<file path="src/rtl/i2c_target_params.svh">
// Constants for the supervisor serial target port
`ifndef I2C_TARGET_PARAMS_SVH
`define I2C_TARGET_PARAMS_SVH
`define CLK_PERIOD_NS 10
`define SPIKE_NS 50
`define SPIKE_CYCLES ((`SPIKE_NS + `CLK_PERIOD_NS - 1) / `CLK_PERIOD_NS + 1)
`define TARGET_ADDR_DEFAULT 7'h30
`define REG_COUNT 256
`define REG_RESET_VALUE 8'h00
`define BITS_PER_BYTE 4'h8
`endif

</file>
<file path="src/rtl/i2c_target_pkg.sv">
// Types for the supervisor serial target port
package i2c_target_pkg;
  typedef enum logic [2:0] {
    ST_IDLE = 3'b000,
    ST_ADDR = 3'b001,
    ST_ACK = 3'b010,
    ST_WRITE = 3'b011,
    ST_READ = 3'b100,
    ST_RACK = 3'b101
  } tgt_state_t;

  typedef struct packed {
    logic we;
    logic [7:0] addr;
    logic [7:0] wdata;
  } mem_req_t;
endpackage : i2c_target_pkg

</file>
<file path="src/rtl/supervisor_i2c_target_port.sv">
// Serial two-wire target port with spike filters and register storage
`timescale 1ns/1ps
`include "i2c_target_params.svh"
// Behaviour
// RULE1: Target operation up to 1 MHz clock
// RULE2: Host alone drives clock; we never do
// RULE3: Host gives nine clock pulses per byte
// RULE4: Eight data bits, ninth acknowledge bit
// RULE5: Data line owner follows transfer direction
// RULE6: We answer on data during reads, writes
// RULE7: Reject spikes up to 50 ns
// RULE8: Drive low or release, never high
// RULE9: Host checks bus free, ends with STOP
// RULE10: Host clocks stuck data free, then STOP
// RULE11: Address, direction, register pointer, data bytes
module supervisor_i2c_target_port
  import i2c_target_pkg::*;
#(
  parameter logic [6:0] TARGET_ADDR = `TARGET_ADDR_DEFAULT,
  parameter int FILT = `SPIKE_CYCLES
) (
  // Clock and reset
  input wire logic sys_clk,
  input wire logic sys_rst,
  // Bus pins
  input wire logic scl_in,
  input wire logic sda_in,
  output logic sda_out,
  output logic sda_oe,
  // Status
  output logic busy
);
  localparam int CW = $clog2(FILT + 1);

  // Synchronisers: stage one feeds stage two only
  logic [1:0] s1_r, s2_r;
  always_ff @(posedge sys_clk or posedge sys_rst) begin
    if (sys_rst) begin
      s1_r <= 2'h3;
      s2_r <= 2'h3;
    end else begin
      s1_r <= {scl_in, sda_in};
      s2_r <= s1_r;
    end
  end

  // Spike filters: a level is accepted only after it stands FILT cycles
  logic [1:0] filt_r, filt_nxt, filt_q;
  logic [CW-1:0] cnt_r [2];
  logic [CW-1:0] cnt_nxt [2];
  genvar g;
  generate
    for (g = 0; g < 2; g++) begin : g_filt
      always_comb begin
        cnt_nxt[g] = '0;
        filt_nxt[g] = filt_r[g];
        if (s2_r[g] != filt_r[g]) begin // RULE7
          if (cnt_r[g] == CW'(FILT - 1)) begin
            filt_nxt[g] = s2_r[g];
          end else begin
            cnt_nxt[g] = cnt_r[g] + CW'(1);
          end
        end
      end
      always_ff @(posedge sys_clk or posedge sys_rst) begin
        if (sys_rst) begin
          cnt_r[g] <= '0;
          filt_r[g] <= 1'b1;
          filt_q[g] <= 1'b1;
        end else begin
          cnt_r[g] <= cnt_nxt[g];
          filt_r[g] <= filt_nxt[g];
          filt_q[g] <= filt_r[g];
        end
      end
    end
  endgenerate

  // Bus events from the filtered lines
  logic scl, sda, scl_rise, scl_fall, start_ev, stop_ev;
  assign scl = filt_r[1];
  assign sda = filt_r[0];
  assign scl_rise = scl & ~filt_q[1];
  assign scl_fall = ~scl & filt_q[1];
  assign start_ev = scl & filt_q[1] & ~sda & filt_q[0];
  assign stop_ev = scl & filt_q[1] & sda & ~filt_q[0];

  // Protocol state
  tgt_state_t st_r, st_nxt;
  logic [3:0] bit_r, bit_nxt;
  logic [7:0] sh_r, sh_nxt;
  logic [7:0] ptr_r, ptr_nxt;
  logic rw_r, rw_nxt, first_r, first_nxt, hit_r, hit_nxt;
  logic low_r, low_nxt, busy_r, busy_nxt;
  mem_req_t req;
  logic [7:0] rdata;

  always_comb begin
    st_nxt = st_r;
    bit_nxt = bit_r;
    sh_nxt = sh_r;
    ptr_nxt = ptr_r;
    rw_nxt = rw_r;
    first_nxt = first_r;
    hit_nxt = hit_r;
    low_nxt = low_r;
    busy_nxt = busy_r;
    req = '{we: 1'b0, addr: ptr_r, wdata: sh_r};
    if (start_ev) begin
      st_nxt = ST_ADDR;
      bit_nxt = 4'h0;
      low_nxt = 1'b0;
      busy_nxt = 1'b1;
    end else if (stop_ev) begin
      st_nxt = ST_IDLE;
      low_nxt = 1'b0;
      busy_nxt = 1'b0;
    end else begin
      unique case (st_r)
        ST_IDLE: begin
          low_nxt = 1'b0;
        end
        ST_ADDR, ST_WRITE: begin
          if (scl_rise) begin // RULE4
            sh_nxt = {sh_r[6:0], sda};
            bit_nxt = bit_r + 4'h1;
          end
          if (scl_fall && bit_r == `BITS_PER_BYTE) begin // RULE3
            bit_nxt = 4'h0;
            if (st_r == ST_ADDR) begin // RULE11
              hit_nxt = (sh_r[7:1] == TARGET_ADDR);
              rw_nxt = sh_r[0];
              first_nxt = ~sh_r[0];
              low_nxt = (sh_r[7:1] == TARGET_ADDR); // RULE6
              st_nxt = (sh_r[7:1] == TARGET_ADDR) ? ST_ACK : ST_IDLE;
            end else begin
              if (first_r) begin
                ptr_nxt = sh_r;
              end else begin
                req = '{we: 1'b1, addr: ptr_r, wdata: sh_r};
                ptr_nxt = ptr_r + 8'h01;
              end
              first_nxt = 1'b0;
              low_nxt = 1'b1; // RULE5
              st_nxt = ST_ACK;
            end
          end
        end
        ST_ACK: begin
          // Release or load first read bit as the acknowledge pulse ends
          if (scl_fall) begin
            if (rw_r) begin
              sh_nxt = rdata;
              ptr_nxt = ptr_r + 8'h01;
              low_nxt = ~rdata[7]; // RULE5
              bit_nxt = 4'h1;
              st_nxt = ST_READ;
            end else begin
              low_nxt = 1'b0;
              st_nxt = ST_WRITE;
            end
          end
        end
        ST_READ: begin
          if (scl_fall) begin
            if (bit_r == `BITS_PER_BYTE) begin
              low_nxt = 1'b0; // RULE5
              st_nxt = ST_RACK;
            end else begin
              sh_nxt = {sh_r[6:0], 1'b0};
              low_nxt = ~sh_r[6];
              bit_nxt = bit_r + 4'h1;
            end
          end
        end
        ST_RACK: begin
          // Host acknowledge keeps the read going, otherwise wait for STOP
          if (scl_rise) begin
            rw_nxt = ~sda;
            st_nxt = sda ? ST_IDLE : ST_ACK;
          end
        end
        default: begin
          st_nxt = ST_IDLE;
          low_nxt = 1'b0;
        end
      endcase
    end
  end

  // Read data is ready one cycle after the pointer sits still
  reg_mem #(.DEPTH(`REG_COUNT)) u_mem (
    .sys_clk(sys_clk),
    .sys_rst(sys_rst),
    .req(req),
    .rdata(rdata)
  );

  always_ff @(posedge sys_clk or posedge sys_rst) begin
    if (sys_rst) begin
      st_r <= ST_IDLE;
      bit_r <= 4'h0;
      sh_r <= 8'h00;
      ptr_r <= 8'h00;
      rw_r <= 1'b0;
      first_r <= 1'b0;
      hit_r <= 1'b0;
      low_r <= 1'b0;
      busy_r <= 1'b0;
    end else begin
      st_r <= st_nxt;
      bit_r <= bit_nxt;
      sh_r <= sh_nxt;
      ptr_r <= ptr_nxt;
      rw_r <= rw_nxt;
      first_r <= first_nxt;
      hit_r <= hit_nxt;
      low_r <= low_nxt;
      busy_r <= busy_nxt;
    end
  end

  // Open-drain data: only ever pulled low; the clock line is never driven
  assign sda_out = 1'b0; // RULE8 RULE2 RULE1
  assign sda_oe = low_r;
  assign busy = busy_r;

  // Checks
  chk_never_high: assert property (@(posedge sys_clk) disable iff (sys_rst) // RULE8
    sda_oe |-> !sda_out) else $error("data driven high");
  // A filtered level may only move once the synchronised line stood there FILT cycles
  chk_spike_reject: assert property (@(posedge sys_clk) disable iff (sys_rst) // RULE7
    $changed(filt_r[1]) |-> ($past(s2_r[1]) == filt_r[1])
      && ($past(s2_r[1], FILT) == filt_r[1]))
    else $error("short clock pulse passed");
  chk_sda_spike: assert property (@(posedge sys_clk) disable iff (sys_rst) // RULE7
    $changed(filt_r[0]) |-> ($past(s2_r[0]) == filt_r[0])
      && ($past(s2_r[0], FILT) == filt_r[0]))
    else $error("short data pulse passed");
  chk_ack_drive: assert property (@(posedge sys_clk) disable iff (sys_rst) // RULE6
    (st_r == ST_ADDR) && (st_nxt == ST_ACK) && !start_ev && !stop_ev |=> sda_oe)
    else $error("address not acknowledged");
  chk_write_ack: assert property (@(posedge sys_clk) disable iff (sys_rst) // RULE5
    (st_r == ST_WRITE) && (st_nxt == ST_ACK) && !start_ev && !stop_ev |=> sda_oe)
    else $error("write byte not acknowledged");
  chk_rack_release: assert property (@(posedge sys_clk) disable iff (sys_rst) // RULE5
    (st_r == ST_RACK) |-> !sda_oe) else $error("host acknowledge blocked");
  chk_nine_bits: assert property (@(posedge sys_clk) disable iff (sys_rst) // RULE3
    bit_r <= `BITS_PER_BYTE) else $error("byte count overrun");
  chk_stop_idle: assert property (@(posedge sys_clk) disable iff (sys_rst) // RULE11
    stop_ev && !start_ev |=> (st_r == ST_IDLE) && !sda_oe && !busy)
    else $error("stop not honoured");
  chk_idle_quiet: assert property (@(posedge sys_clk) disable iff (sys_rst) // RULE4
    (st_r == ST_IDLE) && $past(st_r == ST_IDLE) |-> !sda_oe)
    else $error("data driven while idle");
  // The data line is only pulled while our own address was matched
  chk_drive_addressed: assert property (@(posedge sys_clk) disable iff (sys_rst) // RULE11
    sda_oe |-> hit_r) else $error("data driven for another address");
endmodule : supervisor_i2c_target_port

</file>
<file path="src/rtl/reg_mem.sv">
// Byte register storage with registered read data
`timescale 1ns/1ps
`include "i2c_target_params.svh"
module reg_mem
  import i2c_target_pkg::*;
#(
  parameter int DEPTH = `REG_COUNT
) (
  // Clock and reset
  input wire logic sys_clk,
  input wire logic sys_rst,
  // Access
  input wire mem_req_t req,
  output logic [7:0] rdata
);
  logic [7:0] mem [DEPTH];
  logic [7:0] rdata_r;

  // Write port and registered read
  always_ff @(posedge sys_clk) begin
    if (req.we) begin
      mem[req.addr] <= req.wdata;
    end
  end

  always_ff @(posedge sys_clk or posedge sys_rst) begin
    if (sys_rst) begin
      rdata_r <= `REG_RESET_VALUE;
    end else begin
      rdata_r <= mem[req.addr];
    end
  end

  assign rdata = rdata_r;
endmodule : reg_mem

</file>
<file path="config.mk">
export PLATFORM = sky130hd
export DESIGN_NAME = supervisor_i2c_target_port
export DESIGN_NICKNAME = d
export VERILOG_FILES = /design/src/rtl/i2c_target_pkg.sv /design/src/rtl/supervisor_i2c_target_port.sv /design/src/rtl/reg_mem.sv
export VERILOG_INCLUDE_DIRS = /design/src /design/src/rtl
export SDC_FILE = /design/constraint.sdc
export NUM_CORES = 2
export LEC_CHECK = 0
export ABC_AREA = 0
export BUFFER_PORTS_ARGS = -buffer_cell sky130_fd_sc_hd__buf_4
export CORE_ASPECT_RATIO = 1.4
export CORE_MARGIN = 8
export CORE_UTILIZATION = 58
export CTS_BUF_LIST = sky130_fd_sc_hd__clkbuf_4
export CTS_CLUSTER_DIAMETER = 150
export CTS_CLUSTER_SIZE = 24
export DETAILED_ROUTE_END_ITERATION = 8
export GPL_ROUTABILITY_DRIVEN = 0
export PLACE_DENSITY = 0.76
export SLEW_MARGIN = 25
export SYNTH_ARGS = -nofsm -noshare
export SYNTH_HDL_FRONTEND = slang
export SYNTH_HIERARCHICAL = 1
export SYNTH_SLANG_ARGS = --single-unit
</file>
<file path="constraint.sdc">
create_clock -name sys_clk -period 6.03 [get_ports sys_clk]
set_input_delay 0 -clock sys_clk [delete_from_list [all_inputs] [get_ports sys_clk]]
set_output_delay 0 -clock sys_clk [all_outputs]
set_load 0.02 [all_outputs]
</file>
# ---- Yosys cells after proc, flatten, opt, wreduce, memory -nomap -nowiden
# Memory sizes are Yosys's and may differ from the RTL's. A register that Yosys moved wholly into a read port is not among the register bits.
# Cells that the tools add are included.
dict set report word_totals {
  elab_cells 148
  out_inout_bits 3
  regBits 41
  n_memories 1
  mem_bits_rw 2048
  input_bits 4
}
dict set report classes {
  mux 61
  add_sub_neg 4
  n_bitwise 16
  reduce_logical 17
  eq_ne 33
}
# memory depth word_bits read_ports rd_ports_with_merged_regs wr line
set mem_list {}
lappend mem_list {u_mem.mem 256 8 1 1 1 reg_mem.sv:16} ;# logic [7:0] mem [DEPTH];
# cell count
set ops {}
lappend ops {{$mux 17} 6}
lappend ops {{$mux 8} 10}
lappend ops {{$mux 3} 12}
lappend ops {{$mux 4} 8}
lappend ops {{$ne 4x4->1 const B} 6}
lappend ops {{$pmux 8 s3} 1}
lappend ops {{$ne 2x2->1 const B} 10}
lappend ops {{$ne 3x3->1 const B} 6}
lappend ops {{$mux 1} 16}
lappend ops {{$pmux 8 s2} 1}
lappend ops {{$pmux 3 s5} 1}
lappend ops {{$reduce_and 7->1} 2}
lappend ops {{$eq 3x3->1 const B} 4}
lappend ops {{$pmux 4 s3} 1}
lappend ops {{$reduce_and 6->1} 2}
lappend ops {{$not 1->1} 9}
lappend ops {{$add 8x1->8 const B} 1}
lappend ops {{$reduce_and 4->1} 2}
lappend ops {{$reduce_and 8->1} 1}
lappend ops {{$and 1x1->1} 7}
lappend ops {{$eq 7x6->1 const B} 1}
lappend ops {{$add 3x1->3 const B} 2}
lappend ops {{$eq 3x2->1 const B} 2}
lappend ops {{$mux 2} 3}
lappend ops {{13 further kinds} 17}

# ---- Logic depth before layout (Yosys ltp)
dict set report depth {
  word_depth 9
  ltp_mapped 10
  mapped_depth_nobuf 9
}

# ---- Cells and area by module
# The synthesis kept the hierarchy.
# module seq_area_each_um2 instances area_each_um2 cells_each
set modules_own_cells {}
lappend modules_own_cells {reg_mem 61699.2 1 78514.1 3548}
lappend modules_own_cells {supervisor_i2c_target_port 1036.0 1 2205.9 235}

# ---- Worst setup path before layout
# No wires, ideal clock.
dict set report synth_timing {
  path_type {register -> register}
  startpoint {register sh_r[6]}
  endpoint {register low_r (netlist: sda_oe)}
  synth_period_minus_slack_ns 4.342
  setup_slack_ns 1.688
  n_path_buf 0
  setup_ns 0.073
  stages_incl_launch_ff 6
  required_time_ns 5.957
  arrival_time_ns 4.270
  cell_sequence {dfrtp_1 nor4bb_1 a21oi_1 o221ai_1 mux2i_1 nor2_1}
}
dict set report synth_via {
  elab_chain_cells 6
  elab_cells_between_ends 9
  classes_between {1 x eq/ne; 7 x mux; 1 x bitwise}
}
# item line
set synth_rtl {}
lappend synth_rtl {{from (decl)} supervisor_i2c_target_port.sv:91} ;# logic [7:0] sh_r, sh_nxt;
lappend synth_rtl {{from (signal assigned)} supervisor_i2c_target_port.sv:213} ;# sh_r <= sh_nxt;
lappend synth_rtl {{$eq 7x6->1 or $not 1->1 (tied branches)} {supervisor_i2c_target_port.sv:134, supervisor_i2c_target_port.sv:171}}
lappend synth_rtl {{$mux 1 (on tied branches)} {supervisor_i2c_target_port.sv:130, supervisor_i2c_target_port.sv:166}}
lappend synth_rtl {{$mux 1 (on tied branches)} {supervisor_i2c_target_port.sv:128, supervisor_i2c_target_port.sv:165}}
lappend synth_rtl {{$pmux 1 s4 *} supervisor_i2c_target_port.sv:119} ;# unique case (st_r)
lappend synth_rtl {{$mux 1 *} supervisor_i2c_target_port.sv:114} ;# end else if (stop_ev) begin
lappend synth_rtl {{$mux 1 *} supervisor_i2c_target_port.sv:109} ;# if (start_ev) begin
lappend synth_rtl {{to (signal assigned)} supervisor_i2c_target_port.sv:218} ;# low_r <= low_nxt;
lappend synth_rtl {{to (decl)} supervisor_i2c_target_port.sv:94} ;# logic low_r, low_nxt, busy_r, busy_nxt;
# Every way passes the cells marked *; elsewhere a longest branch is shown, timed or not. The select of a mux whose other input is x is not followed.
# A chain may end at the register's enable or synchronous reset.

# ---- Worst setup path after layout
dict set report layout_timing {
  startpoint {register ptr_r[0]}
  endpoint {memory u_mem.mem[233][4] (enable)}
}
dict set report layout_via {
  elab_chain_cells 6
}
# item line
set layout_rtl {}
lappend layout_rtl {{from (decl)} supervisor_i2c_target_port.sv:92} ;# logic [7:0] ptr_r, ptr_nxt;
lappend layout_rtl {{from (signal assigned)} supervisor_i2c_target_port.sv:214} ;# ptr_r <= ptr_nxt;
lappend layout_rtl {{$mux 17} supervisor_i2c_target_port.sv:137} ;# if (first_r) begin
lappend layout_rtl {{$mux 17} supervisor_i2c_target_port.sv:130} ;# if (st_r == ST_ADDR) begin
lappend layout_rtl {{$mux 17} supervisor_i2c_target_port.sv:128} ;# if (scl_fall && bit_r == `BITS_PER_BYTE) begin
lappend layout_rtl {{$mux 17} supervisor_i2c_target_port.sv:119}
lappend layout_rtl {{$mux 17} supervisor_i2c_target_port.sv:114}
lappend layout_rtl {{$mux 17 *} supervisor_i2c_target_port.sv:109}
lappend layout_rtl {{to (decl)} reg_mem.sv:16}
# Every way passes the cells marked *; elsewhere a longest branch is shown, timed or not.

==> metrics.txt <==
run status=completed; maximum number of pins on one net before global-route repair=175; unrepaired setup endpoints after global routing=false; FF-to-FF setup slack=1700 ps; number of CTS-inserted buffers=97; port buffer count=5; fin util=61.0%; clock latency on the worst-skew pair=1190 ps; net count of the finished layout=3756; number of I/O pins=7; logic depth of the worst path, buffers included=4; area of the core region=139000 um2; Static Leakage=26.0 nW; count of cells along the worst register-to-register path=4; uppermost layer routed=met5; post-route DRC violation count=0; Seq cells post-synth=2097; WL met1=64100 um; Pwr per Cell Area=269 nW/um2; total placed instance area=83100 um2; total length of routed wires=175000 um; Root Driver=clkbuf_4; Wirelength per Cell=31.2 um; final instance area=84500 um2; vias per cell=6.77; final sum of negative setup slack=0 ps; number of rows created at floorplan=162; maximum fanout along the worst path=34; crit share post-route=71.8%; Worst-path clk slew=230 ps; worst ir drop on vdd=0.000260 V; Critical Path Start=ptr_r[0]; total overflow reported by the global router=0; starting DRC count in detailed routing=4784; Largest stage delay, worst path=1010 ps; number of resized instances in the post-cts repair step=0; number of warnings printed during yosys synthesis=6; Synth Net Count=3790; max-cap violation count=0; number of clock sinks=2097; setup ws final=1700 ps; Post-synth EDFFs=2048; Fin. Hold Viols=0; Finish-stage setup viols=0; end of the worst register-to-register path=u_mem/mem[233][4]; worst hold-check path type=reg -> reg; CP Launch Type=flop; family with the most delay on the worst path=simple AND/OR/NAND/NOR gates; number of buffer and inverter stages on the critical path=0; area enclosed by the die boundary=152000 um2; CTS tree=yes; number of distinct library cell variants in the gate-level netlist after synthesis=57; router iterations before antenna repair=5; Max Fclk=231 MHz; critical path class=reg -> reg; actual transition at the worst max-transition pin=1090 ps; Reg-to-Reg Start=ptr_r[0]; wire length of the first global-routing pass=255000 um; end point of the critical path=u_mem/mem[233][4]; most common flop cell mapped by yosys=edfxtp_1; Post-DP HPWL=104000 um; met3 wire length=14300 um; Met2 Wirelength=88500 um; series of cell instances along the critical path=nand2b_1, nor2_1, nand2_2, nor2_1; pins over their slew limit=0; library cell with the largest summed area after synthesis=edfxtp_1; top cell type's share of synthesized area=76.2%; chip width=331 um; H-tree depth=3; cell repeated most along the worst path=nor2_1; hold slack final=374 ps; fraction of the yosys area taken by sequential cells=77.7%; dominant cells by area after synthesis=edfxtp_1 76%, mux4_2 14%, a22oi_1 2.4%; share of final-layout standard cells stronger than drive strength 1=22.1%; synthesized area per cell=21.3 um2; category of the worst setup path capture point=flop; relative max-transition margin=27.3%; Clock Path Buffers=3; routed via count=38000; Setup WS pre-CTS=1850 ps; Cell Area, Synth=80700 um2; skew final=136 ps; via count of the first global-routing pass=37800; all-layer global routing usage=22.6%; async set-reset flop share out of synthesis=2.34%; Worst EP arrival=5050 ps; cell type of the slowest stage on the worst timing path=dfrtp_4; initial antenna violation count=5; crit path time final=4330 ps; die height=457 um; Detail Route Antenna Nets=0; Layout Area Growth over Synthesis=4.69%; required time at the endpoint of the critical path=6750 ps; initial core utilization=58.2%; instance count of the mapped netlist=3783
## state kept, by name, summed over array words and instances (netlist names)
register     cells
u_mem/mem     2048
sda_oe           1
bit_r            4
scl              1
s1_r             2
rw_r             1
s2_r             2
u_mem/rdata      8
sh_r             8
filt_q           2
busy             1
first_r          1
st_r             3
ptr_r            8
cnt_r            6
sda              1
## cells in the final DEF (no fill, tap or decap), types with 10 or more instances in the layout
cell           instances
a21oi_1              159
a22oi_1              258
buf_12                23
buf_4                 75
clkbuf_4             151
dfrtp_1               31
dfrtp_4               10
dlygate4sd3_1         10
edfxtp_1            2048
mux2i_1               11
mux4_2               512
nand2_1               46
nand3_1               21
nor2_1               254
nor3_1                23
nor3_2                11
o41ai_1               16
o41ai_2               17
## how the worst min path moves through the flow
stage | cells past startpoint | from | slack, ps | end
CTS | 0 | s1_r[1] | 380 | s2_r[1]
floorplan | 1 | sys_rst | -180 | u_mem/rdata[0]
finish | 0 | s1_r[1] | 370 | s2_r[1]
detailed placement | 2 | sys_rst | -70 | cnt_r[0]
global placement | 2 | sys_rst | -90 | cnt_r[1]
global route | 0 | s1_r[1] | 380 | s2_r[1]
## what timing repair did
action / in CTS / in global routing
hold endpoints to repair: 51 / 0
setup buffers: 0 / 0
hold buffers: 10 / 0
## through the flow
step,power (mW),instances
4_1_cts,22.8,5609
5_1_grt,23.4,5613
3_5_place_dp,18.0,5442
6_report,22.7,5617
2_1_floorplan,17.7,3783
3_3_place_gp,17.9,5438
## metal layers
metal / vias to the layer above / GRT usage (%)
met2: 1793 / 37.9
met5: - / 0
li1: 15700 / -
met3: 310 / 3.19
met4: 2 / 9.54
met1: 20200 / 30.2
## final cells by class
type                       count  area (um2)
antenna                        6        15.0
clock buffer                 151        1130
clock inverter                 6        66.3
fill                        9397       54100
inverter                       9        33.8
multi-input combinational   1432       17100
sequential                  2097       62800
tap                         1804        2260
timing repair buffer         112        1160
## cell families (layout without fill, tap and decap cells)
| group | Yosys count | count (layout) | synth area share, % |
|---|---|---|---|
| DFF | 2097 | 2097 | 77.7 |
| muxes | 526 | 526 | 14.5 |
| buffers and inverters | 254 | 278 | 1.46 |
| xor gates and xnor gates | 3 | 3 | 0.0326 |
| adders and majority gates | 3 | 3 | 0.0465 |
| and+or+nand+nor | 422 | 422 | 2.29 |
| AOI/OAI and AO/OA | 477 | 477 | 3.98 |
| other | 1 | 7 | 0.00465 |
## power by group
part	internal (mW)	leakage [nW]	total [mW]	switching (mW)
clock	1.17	0.733	5.00	3.83
sequential	16.7	20.6	17.0	0.285
combinational	0.108	4.68	0.750	0.642
total	17.9	26.0	22.7	4.75
## synthesized netlist by cell type (all sizes together), types with 5 or more instances
library cell / n
o41ai: 33
nand4: 9
mux2i: 11
o21ai: 9
a22oi: 258
mux4: 512
nand2b: 11
nand2: 50
a21oi: 159
nand3: 22
o22ai: 5
nand3b: 5
inv: 9
nor2b: 9
dfrtp: 41
clkbuf: 156
nor3: 35
nor2: 256
dfstp: 8
edfxtp: 2048
buf: 89
(Power assumes the default switching activity.)
